## src/core/temp_sensor_regs.vh

```
`ifndef TEMP_SENSOR_REGS_VH
`define TEMP_SENSOR_REGS_VH

////////////////////////////////////////////////////////////////////////////
// command bytes
`define CMD_RD_LOCAL       8'h00
`define CMD_RD_REMOTE      8'h01
`define CMD_RD_STATUS      8'h02
`define CMD_RD_CONFIG      8'h03
`define CMD_RD_RATE        8'h04
`define CMD_RD_LOC_HIGH    8'h05
`define CMD_RD_LOC_LOW     8'h06
`define CMD_RD_REM_HIGH    8'h07
`define CMD_RD_REM_LOW     8'h08
`define CMD_WR_CONFIG      8'h09
`define CMD_WR_RATE        8'h0a
`define CMD_WR_LOC_HIGH    8'h0b
`define CMD_WR_LOC_LOW     8'h0c
`define CMD_WR_REM_HIGH    8'h0d
`define CMD_WR_REM_LOW     8'h0e
`define CMD_ONE_SHOT       8'h0f

////////////////////////////////////////////////////////////////////////////
// bit positions
`define CFG_MASK_BIT       7
`define CFG_HALT_BIT       6
`define STAT_BUSY_BIT      7

////////////////////////////////////////////////////////////////////////////
// reset values
`define RST_TEMP           8'h00
`define RST_CONFIG         8'h00
`define RST_RATE           8'h02
`define RST_HIGH_LIMIT     8'h7f
`define RST_LOW_LIMIT      8'hc9
`define RST_COMMAND        8'h00
`define RATE_MAX           8'h07

////////////////////////////////////////////////////////////////////////////
// addresses; base value is arbitrary, straps fill the low two bits
`define ALERT_RESP_ADDR    7'h0c
`define SLAVE_ADDR_BASE    7'h18

////////////////////////////////////////////////////////////////////////////
// timing
`define CLK_FREQ_HZ        20000000
`define CONV_TIME_MS       125
`define CONV_CYCLES        (`CONV_TIME_MS * (`CLK_FREQ_HZ / 1000))
`define RATE_BASE_S        16
`define RATE_BASE_CYCLES   (`RATE_BASE_S * `CLK_FREQ_HZ)
`define STRAP_WAIT         3'h6

`endif

```

## src/core/pin_sync.v

```verilog
`timescale 1ns/10ps

module pin_sync #(
  parameter INIT = 1'b0
) (
  input  wire clk,
  input  wire reset,
  input  wire din,
  output reg  dout
);

  reg s1_r;
  reg s2_r;
  reg s3_r;

  // a change counts once the second and third stages agree
  always @(posedge clk) begin
    if (reset) begin
      s1_r <= INIT;
      s2_r <= INIT;
      s3_r <= INIT;
      dout <= INIT;
    end else begin
      s1_r <= din;
      s2_r <= s1_r;
      s3_r <= s2_r;
      if (s2_r == s3_r)
        dout <= s3_r;
    end
  end

endmodule

```

## src/core/temp_sensor_ctrl.v

```verilog
// Notes on behaviour
// - standby pin low or halt config bit high stops the converter.
// - standby keeps registers and the serial interface fully working.
// - in hardware standby a one-shot command starts nothing.
// - in software standby a one-shot still runs one full conversion.
// - standby pin low overrides every software conversion request.
// - standby mid-conversion aborts it; results keep their old values.
// - one conversion of both channels lasts 125 ms; idle in between.
// - one slave address serves every register of both channels.
// - only Write, Read, Send and Receive Byte transactions are used.
// - write byte is address+write, command, data; each byte acknowledged.
// - read byte: address, command, repeated start, address+read, data.
// - send byte carries address and command only; issues one-shot.
// - receive byte returns register chosen by the last command byte.
// - temperatures are 8-bit two's complement, 1 degree, MSB first.
// - add half a degree, truncate, saturate at +127 and -65.
// - four limits; alarm when at/above high or at/below low.
// - high limits reset to 7fh, low limits reset to c9h.
// - diode open detector sampled at each conversion start.
// - no diode fault reported before the first conversion begins.
// - shorted remote input reads as zero.
// - alert response answer is latched address with bit 0 set.
// - command bytes 00h to 0fh select registers and one-shot.
// - config bit 7 masks alerts, bit 6 halts; both reset low.
// - status read clears flags unless fault persists; alert stays.
// - alert latch clears only after a won alert response reply.
`timescale 1ns/10ps
`include "temp_sensor_regs.vh"

module temp_sensor_ctrl #(
  parameter CONV_CYCLES      = `CONV_CYCLES,
  parameter RATE_BASE_CYCLES = `RATE_BASE_CYCLES
) (
  input  wire        clk,
  input  wire        reset,
  input  wire        scl_in,
  input  wire        sda_in,
  output reg         sda_out,
  output reg         sda_drive_n,
  output reg         alert_out,
  output reg         alert_drive_n,
  input  wire        standby_pin_n,
  input  wire        address_strap_0,
  input  wire        address_strap_1,
  input  wire        diode_open,
  input  wire        remote_short,
  input  wire [10:0] local_temp_quarter,
  input  wire [10:0] remote_temp_quarter,
  output reg         busy
);

  localparam S_IDLE  = 3'd0;
  localparam S_RX    = 3'd1;
  localparam S_ACK   = 3'd2;
  localparam S_TX    = 3'd3;
  localparam S_TXACK = 3'd4;
  localparam S_WAIT  = 3'd5;
  localparam K_ADDR  = 2'd0;
  localparam K_CMD   = 2'd1;
  localparam K_DATA  = 2'd2;

  wire scl_s;
  wire sda_s;
  wire standby_pin_n_n_s;
  wire strap0_s;
  wire strap1_s;
  wire open_s;
  wire short_s;

  pin_sync #(.INIT(1'b1)) u_scl (.clk(clk), .reset(reset), .din(scl_in),
    .dout(scl_s));
  pin_sync #(.INIT(1'b1)) u_sda (.clk(clk), .reset(reset), .din(sda_in),
    .dout(sda_s));
  pin_sync #(.INIT(1'b1)) u_standby_pin_n (.clk(clk), .reset(reset),
    .din(standby_pin_n), .dout(standby_pin_n_n_s));
  pin_sync #(.INIT(1'b0)) u_st0 (.clk(clk), .reset(reset),
    .din(address_strap_0), .dout(strap0_s));
  pin_sync #(.INIT(1'b0)) u_st1 (.clk(clk), .reset(reset),
    .din(address_strap_1), .dout(strap1_s));
  pin_sync #(.INIT(1'b0)) u_open (.clk(clk), .reset(reset),
    .din(diode_open), .dout(open_s));
  pin_sync #(.INIT(1'b0)) u_short (.clk(clk), .reset(reset),
    .din(remote_short), .dout(short_s));

  ////////////////////////////////////////////////////////////////////////////
  // register state

  reg  [7:0]  local_temp_r;
  reg  [7:0]  remote_temp_r;
  reg  [7:0]  config_r;
  reg  [7:0]  rate_r;
  reg  [7:0]  loc_high_r;
  reg  [7:0]  loc_low_r;
  reg  [7:0]  rem_high_r;
  reg  [7:0]  rem_low_r;
  reg  [4:0]  flags_r;
  reg         open_r;
  reg         alert_r;
  reg  [7:0]  cmd_r;
  reg  [6:0]  own_addr_r;
  reg  [2:0]  strap_cnt_r;
  reg  [31:0] conv_cnt_r;
  reg  [31:0] rate_cnt_r;
  reg         oneshot_r;

  reg         wr_stb_r;
  reg  [7:0]  wr_data_r;
  reg         oneshot_stb_r;
  reg         stat_clr_stb_r;
  reg         ara_ok_stb_r;

  // +1/2 degree then floor; input is quarter degrees
  function [7:0] encode_temp;
    input [10:0] q;
    reg signed [11:0] s;
    begin
      s = $signed({q[10], q}) + 12'sd2;
      if (s >= 12'sd512)
        encode_temp = 8'h7f;
      else if (s < -12'sd260)
        encode_temp = 8'hbf;
      else
        encode_temp = s[9:2];
    end
  endfunction

  // {at or above high, at or below low}
  function [1:0] limit_check;
    input [7:0] t;
    input [7:0] hi;
    input [7:0] lo;
    begin
      limit_check = {$signed(t) >= $signed(hi),
                     $signed(t) <= $signed(lo)};
    end
  endfunction

  wire        hw_standby_pin_n   = ~standby_pin_n_n_s;
  wire        halt      = config_r[`CFG_HALT_BIT];
  wire [7:0]  loc_new   = encode_temp(local_temp_quarter);
  wire [7:0]  rem_new   = short_s ? 8'h00 :
                          encode_temp(remote_temp_quarter);
  wire [2:0]  rate_sel  = (rate_r > `RATE_MAX) ? 3'h7 : rate_r[2:0];
  wire [31:0] interval  = RATE_BASE_CYCLES >> rate_sel;
  wire        conv_done = busy && (conv_cnt_r == CONV_CYCLES - 1);
  wire        halt_wr   = wr_stb_r && (cmd_r == `CMD_WR_CONFIG) &&
                          wr_data_r[`CFG_HALT_BIT];
  wire        timer_due = ~busy && ~hw_standby_pin_n && ~halt &&
                          (rate_cnt_r >= interval);
  wire        os_start  = oneshot_stb_r && ~hw_standby_pin_n;
  wire        conv_abort = busy && (hw_standby_pin_n || halt_wr ||
                           (halt && ~oneshot_r));
  wire        conv_start = ~hw_standby_pin_n && (os_start || timer_due);
  wire        load_evt  = conv_done && ~conv_abort && ~os_start;

  wire [4:0]  cond_now  = {limit_check(local_temp_r, loc_high_r, loc_low_r),
                           limit_check(remote_temp_r, rem_high_r, rem_low_r),
                           open_r};
  wire [4:0]  set_vec   = {{4{load_evt}} &
                           {limit_check(loc_new, loc_high_r, loc_low_r),
                            limit_check(rem_new, rem_high_r, rem_low_r)},
                           conv_start & open_s};
  wire [7:0]  status    = {busy, flags_r, 2'b00};

  reg  [7:0]  read_mux;
  always @* begin
    case (cmd_r)
      `CMD_RD_LOCAL:    read_mux = local_temp_r;
      `CMD_RD_REMOTE:   read_mux = remote_temp_r;
      `CMD_RD_STATUS:   read_mux = status;
      `CMD_RD_CONFIG:   read_mux = config_r;
      `CMD_RD_RATE:     read_mux = rate_r;
      `CMD_RD_LOC_HIGH: read_mux = loc_high_r;
      `CMD_RD_LOC_LOW:  read_mux = loc_low_r;
      `CMD_RD_REM_HIGH: read_mux = rem_high_r;
      `CMD_RD_REM_LOW:  read_mux = rem_low_r;
      default:          read_mux = 8'h00;
    endcase
  end

  ////////////////////////////////////////////////////////////////////////////
  // converter sequencing and register file

  always @(posedge clk) begin
    if (reset) begin
      busy          <= 1'b0;
      conv_cnt_r    <= 32'h0;
      rate_cnt_r    <= 32'hffffffff;
      oneshot_r     <= 1'b0;
      local_temp_r  <= `RST_TEMP;
      remote_temp_r <= `RST_TEMP;
      config_r      <= `RST_CONFIG;
      rate_r        <= `RST_RATE;
      loc_high_r    <= `RST_HIGH_LIMIT;
      rem_high_r    <= `RST_HIGH_LIMIT;
      loc_low_r     <= `RST_LOW_LIMIT;
      rem_low_r     <= `RST_LOW_LIMIT;
      flags_r       <= 5'h00;
      open_r        <= 1'b0;
      alert_r       <= 1'b0;
      alert_out     <= 1'b0;
      alert_drive_n <= 1'b1;
    end else begin
      alert_out <= 1'b0;
      if (rate_cnt_r != 32'hffffffff)
        rate_cnt_r <= rate_cnt_r + 32'h1;
      if (conv_start) begin
        busy       <= 1'b1;
        conv_cnt_r <= 32'h0;
        rate_cnt_r <= 32'h0;
        oneshot_r  <= os_start;
        open_r     <= open_s;
      end else if (conv_abort) begin
        busy      <= 1'b0;
        oneshot_r <= 1'b0;
      end else if (conv_done) begin
        busy          <= 1'b0;
        oneshot_r     <= 1'b0;
        local_temp_r  <= loc_new;
        remote_temp_r <= rem_new;
      end else if (busy) begin
        conv_cnt_r <= conv_cnt_r + 32'h1;
      end
      if (wr_stb_r) begin
        case (cmd_r)
          `CMD_WR_CONFIG:   config_r   <= {wr_data_r[7:6], 6'h00};
          `CMD_WR_RATE:     rate_r     <= wr_data_r;
          `CMD_WR_LOC_HIGH: loc_high_r <= wr_data_r;
          `CMD_WR_LOC_LOW:  loc_low_r  <= wr_data_r;
          `CMD_WR_REM_HIGH: rem_high_r <= wr_data_r;
          `CMD_WR_REM_LOW:  rem_low_r  <= wr_data_r;
          default: ;
        endcase
      end
      // set wins over the clear of a status read
      if (stat_clr_stb_r)
        flags_r <= cond_now | set_vec;
      else
        flags_r <= flags_r | set_vec;
      if (|(set_vec & {5{~config_r[`CFG_MASK_BIT]}}))
        alert_r <= 1'b1;
      else if (ara_ok_stb_r)
        alert_r <= 1'b0;
      alert_drive_n <= ~((|(set_vec & {5{~config_r[`CFG_MASK_BIT]}})) |
                         (alert_r & ~ara_ok_stb_r));
    end
  end

  ////////////////////////////////////////////////////////////////////////////
  // address straps caught a few cycles after reset release

  always @(posedge clk) begin
    if (reset) begin
      strap_cnt_r <= 3'h0;
      own_addr_r  <= `SLAVE_ADDR_BASE;
    end else if (strap_cnt_r != `STRAP_WAIT) begin
      strap_cnt_r <= strap_cnt_r + 3'h1;
      if (strap_cnt_r == `STRAP_WAIT - 3'h1)
        own_addr_r <= `SLAVE_ADDR_BASE | {5'h00, strap1_s, strap0_s};
    end
  end

  ////////////////////////////////////////////////////////////////////////////
  // serial slave

  reg  [2:0] st_r;
  reg  [2:0] after_r;
  reg  [1:0] kind_r;
  reg  [3:0] bit_cnt_r;
  reg  [7:0] shift_r;
  reg  [7:0] tx_r;
  reg        tx_stat_r;
  reg        tx_ara_r;
  reg        scl_d_r;
  reg        sda_d_r;

  wire scl_rise   = scl_s & ~scl_d_r;
  wire scl_fall   = ~scl_s & scl_d_r;
  wire start_cond = scl_s & scl_d_r & sda_d_r & ~sda_s;
  wire stop_cond  = scl_s & scl_d_r & ~sda_d_r & sda_s;

  always @(posedge clk) begin
    wr_stb_r       <= 1'b0;
    oneshot_stb_r  <= 1'b0;
    stat_clr_stb_r <= 1'b0;
    ara_ok_stb_r   <= 1'b0;
    if (reset) begin
      st_r        <= S_IDLE;
      after_r     <= S_WAIT;
      kind_r      <= K_ADDR;
      bit_cnt_r   <= 4'h0;
      shift_r     <= 8'h00;
      tx_r        <= 8'h00;
      tx_stat_r   <= 1'b0;
      tx_ara_r    <= 1'b0;
      cmd_r       <= `RST_COMMAND;
      wr_data_r   <= 8'h00;
      scl_d_r     <= 1'b1;
      sda_d_r     <= 1'b1;
      sda_out     <= 1'b0;
      sda_drive_n <= 1'b1;
    end else begin
      scl_d_r <= scl_s;
      sda_d_r <= sda_s;
      sda_out <= 1'b0;
      if (start_cond) begin
        st_r        <= S_RX;
        kind_r      <= K_ADDR;
        bit_cnt_r   <= 4'h0;
        sda_drive_n <= 1'b1;
      end else if (stop_cond) begin
        st_r        <= S_IDLE;
        sda_drive_n <= 1'b1;
      end else begin
        case (st_r)
          S_RX: begin
            if (scl_rise) begin
              shift_r   <= {shift_r[6:0], sda_s};
              bit_cnt_r <= bit_cnt_r + 4'h1;
            end else if (scl_fall && bit_cnt_r == 4'h8) begin
              bit_cnt_r   <= 4'h0;
              st_r        <= S_ACK;
              sda_drive_n <= 1'b0;
              case (kind_r)
                K_ADDR: begin
                  if (shift_r[7:1] == own_addr_r) begin
                    if (shift_r[0]) begin
                      after_r   <= S_TX;
                      tx_r      <= read_mux;
                      tx_stat_r <= (cmd_r == `CMD_RD_STATUS);
                      tx_ara_r  <= 1'b0;
                    end else begin
                      after_r <= S_RX;
                      kind_r  <= K_CMD;
                    end
                  end else if (shift_r[7:1] == `ALERT_RESP_ADDR &&
                               shift_r[0] && alert_r) begin
                    after_r   <= S_TX;
                    tx_r      <= {own_addr_r, 1'b1};
                    tx_stat_r <= 1'b0;
                    tx_ara_r  <= 1'b1;
                  end else begin
                    st_r        <= S_WAIT;
                    sda_drive_n <= 1'b1;
                  end
                end
                K_CMD: begin
                  cmd_r   <= shift_r;
                  kind_r  <= K_DATA;
                  after_r <= S_RX;
                  if (shift_r == `CMD_ONE_SHOT)
                    oneshot_stb_r <= 1'b1;
                end
                default: begin
                  wr_stb_r  <= 1'b1;
                  wr_data_r <= shift_r;
                  after_r   <= S_WAIT;
                end
              endcase
            end
          end
          S_ACK: begin
            if (scl_fall) begin
              st_r <= after_r;
              if (after_r == S_TX)
                sda_drive_n <= tx_r[7];
              else
                sda_drive_n <= 1'b1;
            end
          end
          S_TX: begin
            if (scl_rise) begin
              if (sda_drive_n && ~sda_s) begin
                // lost arbitration: stay silent, keep the alert
                st_r        <= S_WAIT;
                sda_drive_n <= 1'b1;
              end else begin
                bit_cnt_r <= bit_cnt_r + 4'h1;
              end
            end else if (scl_fall) begin
              if (bit_cnt_r == 4'h8) begin
                bit_cnt_r   <= 4'h0;
                st_r        <= S_TXACK;
                sda_drive_n <= 1'b1;
              end else begin
                tx_r        <= {tx_r[6:0], 1'b0};
                sda_drive_n <= tx_r[6];
              end
            end
          end
          S_TXACK: begin
            if (scl_rise) begin
              stat_clr_stb_r <= tx_stat_r;
              ara_ok_stb_r   <= tx_ara_r;
              st_r           <= S_WAIT;
            end
          end
          default: ;
        endcase
      end
    end
  end

endmodule

```

## config.mk

```make
export PLATFORM = sky130hd
export DESIGN_NAME = temp_sensor_ctrl
export DESIGN_NICKNAME = d
export VERILOG_FILES = /design/src/core/pin_sync.v /design/src/core/temp_sensor_ctrl.v
export VERILOG_INCLUDE_DIRS = /design/src /design/src/core
export SDC_FILE = /design/constraint.sdc
export NUM_CORES = 1
export LEC_CHECK = 0
export ABC_AREA = 1
export BUFFER_PORTS_ARGS = -buffer_cell sky130_fd_sc_hd__buf_4
export CAP_MARGIN = 15
export CORE_ASPECT_RATIO = 1.4
export CORE_UTILIZATION = 50
export DETAILED_ROUTE_END_ITERATION = 8
export MAX_ROUTING_LAYER = met4
export PLACE_DENSITY = 0.68
export SYNTH_ARGS = -nofsm -noshare
export SYNTH_HDL_FRONTEND = slang
export SYNTH_SLANG_ARGS = --single-unit
```

## constraint.sdc

```tcl
create_clock -name clk -period 4.89 [get_ports clk]
set_clock_uncertainty 0.15 [all_clocks]
set_input_delay 0.2445 -clock clk [delete_from_list [all_inputs] [get_ports clk]]
set_output_delay 0.2445 -clock clk [all_outputs]
set_load 0.02 [all_outputs]
```

==> qor.yml, run 1 <==
grt_first_pass_wirelength_um: 58600
top_regs: "conv_cnt_r: 32 flops, rate_cnt_r: 32 flops"
cts.sinks: 217
dp_slack_ns: 0.652
start_util_pct: 51.3
vdd_ir_drop_max_v: 0.000319
power_frac_seq_pct: 45.1
worstMarginPinSlew_ns: 1.12
gp_congestion: 0.944
finalSetupViolCount: 0
ys_seq_area_share_pct: 32.3
drtAntennaViolNets: 0
row_count: 70
combPwrFrac_pct: 11.5
overflow: 0
path_max_fanout: 15
synth-edff-count: 0
hp-class: "in2reg"
cp.required_ns: 5.14
report.final.slew_viol_count: 0
synth_most_common_cell: "nand2_1"
pwr_density_cell_nw_per_um2: 286
postCtsResizedCells: 0
htree_levels: 1
grt_max_degree: 56
slew_headroom_pct: 25.1
synth_cell_types: 61
ff_latch_area_um2: 4340
antenna_found_initial: 0
post-synth-top-area-cell: "dfxtp_1"
drt_first_pass_iters: 6
crit_path_end_kind: "flip-flop"
crit_path_start_kind: "flip-flop"
timing.hold.ws_ns: -0.000235
die_h_um: 196
violations: "hold timing"
postCtsSetupBuffers: 0
wirelength_um: 35900
clockPowerShare_pct: 43.4
p_leak_nw: 6.36
rsz0062_at_grt: "no"
setup-tns-final_ns: 0
fmax_mhz: 235
num-fill-cells: 2598
nets: 2089
drive_gt1_share_pct: 8.23
multiInputGateArea_um2: 7750
vias: 12500
avgSynthCellArea_um2: 6.98
p_sw_share_pct: 27.0
initialDrtViolationCount: 625
core_area_um2: 26300
yosys_most_used_dff: "dfxtp_1"
drc: 0
grt.total_usage_pct: 27.0
numCtsBuffers: 24
hold_viol_final: 1
ios: 36
path_clk_slew_ns: 0.06
arrival_ns: 4.50
area_delta_synth_final_pct: 9.55
maxCapViolCount: 0
cts_root_buf: "clkbuf_16"
finalPower_mw: 4.23
p_int_mw: 3.09
portBuffers: 31
synthTopCellsByArea: "dfxtp_1, nand2_1, ha_1"
grt_pass1_vias: 11900
yosys_warnings: 0
synthesis.instances: 1930
fin_crit_sh_pct: 87.0
synth-seq-cells: 217
clkLatencyLatePin_ns: 0.53
cts_tree: "built"
fin_ws_ns: 0.635
routed_via_density: 5.44
post_drt_wl_per_cell_um: 15.6
fin_crit_ns: 4.26
antenna_cells: 0
p_sw_mw: 1.14
path_class: "reg2reg"
dp_hpwl_um: 27200
yosys.area.top_type_share_pct: 32.3
ys_top_cells_by_count: "nand2_1, inv_1, dfxtp_1, nor2_1, a21oi_1"
die_w_um: 141
dieArea_um2: 27600
clockBufferDepth: 3
synthArstFlopShare_pct: 0
synth.cell_area_um2: 13500
status: "complete, but fails checks"
kinds of logic after synthesis:
kind of cell,synth area share [%]
AOI/OAI and AO/OA,16.2
adders and majority gates,9.94
and+or+nand+nor,27.8
xor gates and xnor gates,3.58
buffers and inverters,10.3
other,0.0278
DFF,32.3
layout make-up:
| cell class | instances | area share, % |
|---|---|---|
| Tap cell | 324 | 2.75 |
| Multi-Input combinational cell | 1373 | 52.5 |
| Timing Repair Buffer | 49 | 2.68 |
| Sequential cell | 217 | 29.4 |
| Clock inverter | 10 | 0.814 |
| Clock buffer | 34 | 4.53 |
| Inverter | 286 | 7.28 |
per-stage QoR:
stage          std cells  util (%)  hold slack, ns  area (um2)
5_1_grt             2293      56.2          0.0332       14800
3_5_place_dp        2238      52.7           0.247       13900
4_1_cts             2293      56.2        0.000179       14800
2_1_floorplan       1931         -           0.198       13500
3_3_place_gp        2238      52.7           0.242       13900
6_report            2293      56.2       -0.000235       14800
metal layers:
metal / GRT usage [%] / vias up / part of all wire [%]
met5: - / - / 0
met4: 10.7 / 0 / 3.8
met3: 2.81 / 87 / 3.9
met2: 49.5 / 253 / 51
met1: 29.6 / 5711 / 41
li1: - / 6415 / -
worst paths after layout:
check             depth (start not counted)                           end                   start  slack, ns
setup / recovery                         21   rate_cnt_r[21]$_SDFFE_PP1P_  rate_r[7]$_SDFFE_PP0P_       0.63
hold / removal                            5  local_temp_r[5]$_SDFFE_PP0P_   local_temp_quarter[7]    -0.0002
setup reg to reg                         21   rate_cnt_r[21]$_SDFFE_PP1P_  rate_r[7]$_SDFFE_PP0P_       0.63
hold reg to reg                           2         u_st1.s2_r$_SDFF_PP0_   u_st1.s1_r$_SDFF_PP0_       0.26
power by group through the flow:
stage	combinational, mW	sequential [mW]	clock, mW
after detailed placement	0.477	1.94	0
after global placement	0.464	1.94	0
after CTS	0.487	1.91	1.86
final	0.486	1.91	1.83
after floorplan	0.369	1.93	0
after global routing	0.557	1.92	1.94
repair_timing:
action,4_1_cts,5_1_grt
endpoints found under the setup margin,0,0
hold buffers,11,0
endpoints found under the hold margin,10,0
worst max-delay path, stage by stage, from the launching register on:
cell	delay, ns
dfxtp_1	0.32
or3_1	0.37
nor3_1	0.19
inv_1	0.10
nor2_1	0.48
inv_1	0.34
nand2_1	0.20
nand2_1	0.07
ha_1	0.28
nand2_1	0.07
nor2_1	0.10
and2_1	0.12
nand2_1	0.05
nand3_1	0.10
nand2_1	0.06
nand2_1	0.06
nand2_1	0.06
nand2_1	0.14
inv_2	0.07
nand2_1	0.40
buf_4	0.27
o211ai_1	0.11
cell usage in the layout (no fill, tap or decap), types with 4 or more instances in the layout:
master           n
buf_4           38
clkbuf_16       24
clkinv_2         5
inv_1          265
or2_2           14
nand2_2         10
o21bai_1         5
nor4_1          15
ha_1           107
a21o_1           6
o211ai_1        46
nand2_1        400
xnor2_1         12
nand3_2          4
nor2_1         175
nand4_1         44
a21oi_1        155
dlygate4sd3_1   11
dfxtp_1        217
xor2_1          43
nor4_2           4
a211oi_1         4
inv_2           19
nor3_2           4
o21a_1           6
nor3_1          47
a31oi_1         11
nor2_2          13
nand3_1         78
o21ai_0         86
clkbuf_1         7
nor2_4           6
o22ai_1         18
nand3b_1         5
o21ai_1         19
Note: power is estimated with default switching activity, not from simulation.
==> run 2: changes to the inputs <==
--- a/config.mk
+++ b/config.mk
@@ -14,6 +14,7 @@
 export DETAILED_ROUTE_END_ITERATION = 8
 export MAX_ROUTING_LAYER = met4
 export PLACE_DENSITY = 0.68
+export RECOVER_POWER = 50
 export SYNTH_ARGS = -nofsm -noshare
 export SYNTH_HDL_FRONTEND = slang
 export SYNTH_SLANG_ARGS = --single-unit
==> qor.yml, run 2 (synthesized netlist as in run 1, its figures left out) <==
drc: 0
p_leak_nw: 6.34
cts.sinks: 217
drt_first_pass_iters: 6
routed_via_density: 5.44
dieArea_um2: 27600
violations: "hold timing, capacitance limit, slew limit"
clkLatencyLatePin_ns: 0.54
grt.total_usage_pct: 27.0
maxCapViolCount: 1
cp_cell_sequence: "or3_1, nor3_1, inv_1, nor2_1, inv_1, nand2_1, nand2_1, ha_1, nand2_1, nor2_1, and2_1, nand2_1, nand3_1, nand2_1, nand2_1, nand2_1, nand2_1, inv_2, nand2_1, buf_4, o211ai_1"
report.final.slew_viol_count: 56
numCtsBuffers: 24
wirelength_um: 35800
cts_tree: "built"
finalSetupViolCount: 0
postCtsResizedCells: 0
pwr_density_cell_nw_per_um2: 286
nets: 2089
die_h_um: 196
setup-tns-final_ns: 0
dp_hpwl_um: 27200
postCtsSetupBuffers: 0
clockBufferDepth: 3
crit_path_start_kind: "flip-flop"
rsz0062_at_grt: "no"
p_sw_mw: 1.13
cp_slowest_cell: "nor2_1"
vias: 12500
rr_endpoint: "rate_cnt_r[21]$_SDFFE_PP1P_"
grt_pass1_vias: 11900
p_int_mw: 3.08
worstMarginPinSlew_ns: 1.88
timing.hold.ws_ns: -0.000949
crit_path_end_kind: "flip-flop"
hold_viol_final: 1
hold_end: "local_temp_r[5]$_SDFFE_PP0P_"
core_area_um2: 26300
grt_max_degree: 56
path_clk_slew_ns: 0.06
cp.buffers_inverters: 4
fin_crit_sh_pct: 86.7
status: "complete, but fails checks"
grt_first_pass_wirelength_um: 58600
dpl_cell_area_um2: 13900
final_common_cell: "nand2_1"
hp-class: "in2reg"
ios: 36
initialDrtViolationCount: 581
cp_top_family: "simple AND/OR/NAND/NOR gates"
worstRegToRegCells: 21
p_sw_share_pct: 26.9
fmax_mhz: 236
r2r_slack_ns: 0.65
cts_root_buf: "clkbuf_16"
vdd_ir_drop_max_v: 0.000319
fin_crit_ns: 4.24
cpMostUsedCell: "nand2_1"
path_max_fanout: 15
gp_congestion: 0.944
power_frac_seq_pct: 45.2
arrival_ns: 4.47
r2r-start: "rate_r[7]$_SDFFE_PP0P_"
cp.required_ns: 5.12
clockPowerShare_pct: 43.5
drtAntennaViolNets: 0
antenna_cells: 0
portBuffers: 31
min_from: "local_temp_quarter[7]"
top_regs: "conv_cnt_r: 32 flops, rate_cnt_r: 32 flops"
critPathMaxStageDelay_ns: 0.46
post_drt_wl_per_cell_um: 15.6
path_class: "reg2reg"
antenna_found_initial: 0
htree_levels: 1
cts_hold_buf: 11
die_w_um: 141
final_cell_mix: "nand2_1, inv_1, dfxtp_1, nor2_1, a21oi_1"
overflow: 0
min_path_cells: 5
row_count: 70
slew_headroom_pct: -26.3
design_area_um2: 14700
area_delta_synth_final_pct: 9.20
combPwrFrac_pct: 11.3
drive_gt1_share_pct: 7.67
start_util_pct: 51.3
[run 2: changes by cell type in the layout (fill, tap and decap cells not counted), sizes merged]
cell	before	now
buf	38	25
clkbuf	34	47
inv	285	284
clkinvlp	2	3
[run 2: worst min-delay path, cell delays in order]
cell     delay (ns)
buf_4          0.10
xor2_1         0.09
nand4_1        0.11
nand2_1        0.05
inv_1          0.04
[run 2: worst max path at each step]
stage                                       from                     endpoint  slack [ns]  cells past startpoint
after global routing      rate_r[7]$_SDFFE_PP0P_  rate_cnt_r[21]$_SDFFE_PP1P_        0.17                     20
final                     rate_r[7]$_SDFFE_PP0P_  rate_cnt_r[21]$_SDFFE_PP1P_        0.65                     21
after CTS                 rate_r[7]$_SDFFE_PP0P_  rate_cnt_r[21]$_SDFFE_PP1P_        0.65                     22
after global placement    rate_r[7]$_SDFFE_PP0P_  rate_cnt_r[28]$_SDFFE_PP1P_        0.72                     22
after detailed placement  rate_r[7]$_SDFFE_PP0P_  rate_cnt_r[30]$_SDFFE_PP1P_        0.65                     22
after floorplan           rate_r[7]$_SDFFE_PP0P_         alert_r$_SDFFE_PP0P_        1.51                     23
[run 2: power groups by stage]
stage	Clock (mW)	Combinational, mW	Sequential [mW]
floorplan	0	0.369	1.93
global placement	0	0.464	1.94
detailed placement	0	0.477	1.94
CTS	1.86	0.487	1.91
global route	1.94	0.549	1.91
finish	1.83	0.476	1.91
[run 2: layer usage]
metal / GRT usage, % / vias up / wire length, um
met5: - / - / 0
met4: 10.7 / 0 / 1440
met3: 2.81 / 84 / 1270
met2: 49.5 / 252 / 18200
met1: 29.6 / 5728 / 14900
li1: - / 6411 / -
[run 2: final cells by class]
type	instances	area (um2)
Inverter	286	1070
Sequential cell	217	4340
Clock inverter	10	120
Fill cell	2607	11600
Tap cell	324	405
Clock buffer	34	668
Timing Repair Buffer	49	377
Multi-Input combinational cell	1373	7720
[run 2: metrics by stage]
| stage | setup slack [ns] | cells | utilization, % | hold WS (ns) | power (mW) |
|---|---|---|---|---|---|
| detailed placement | 0.652 | 2238 | 52.7 | 0.247 | 2.42 |
| CTS | 0.652 | 2293 | 56.2 | 0.000179 | 4.26 |
| finish | 0.650 | 2293 | 56.0 | -0.000949 | 4.21 |
| global route | 0.168 | 2293 | 56.0 | 0.0332 | 4.40 |
| global placement | 0.720 | 2238 | 52.7 | 0.242 | 2.41 |
| floorplan | 1.51 | 1931 | - | 0.198 | 2.30 |
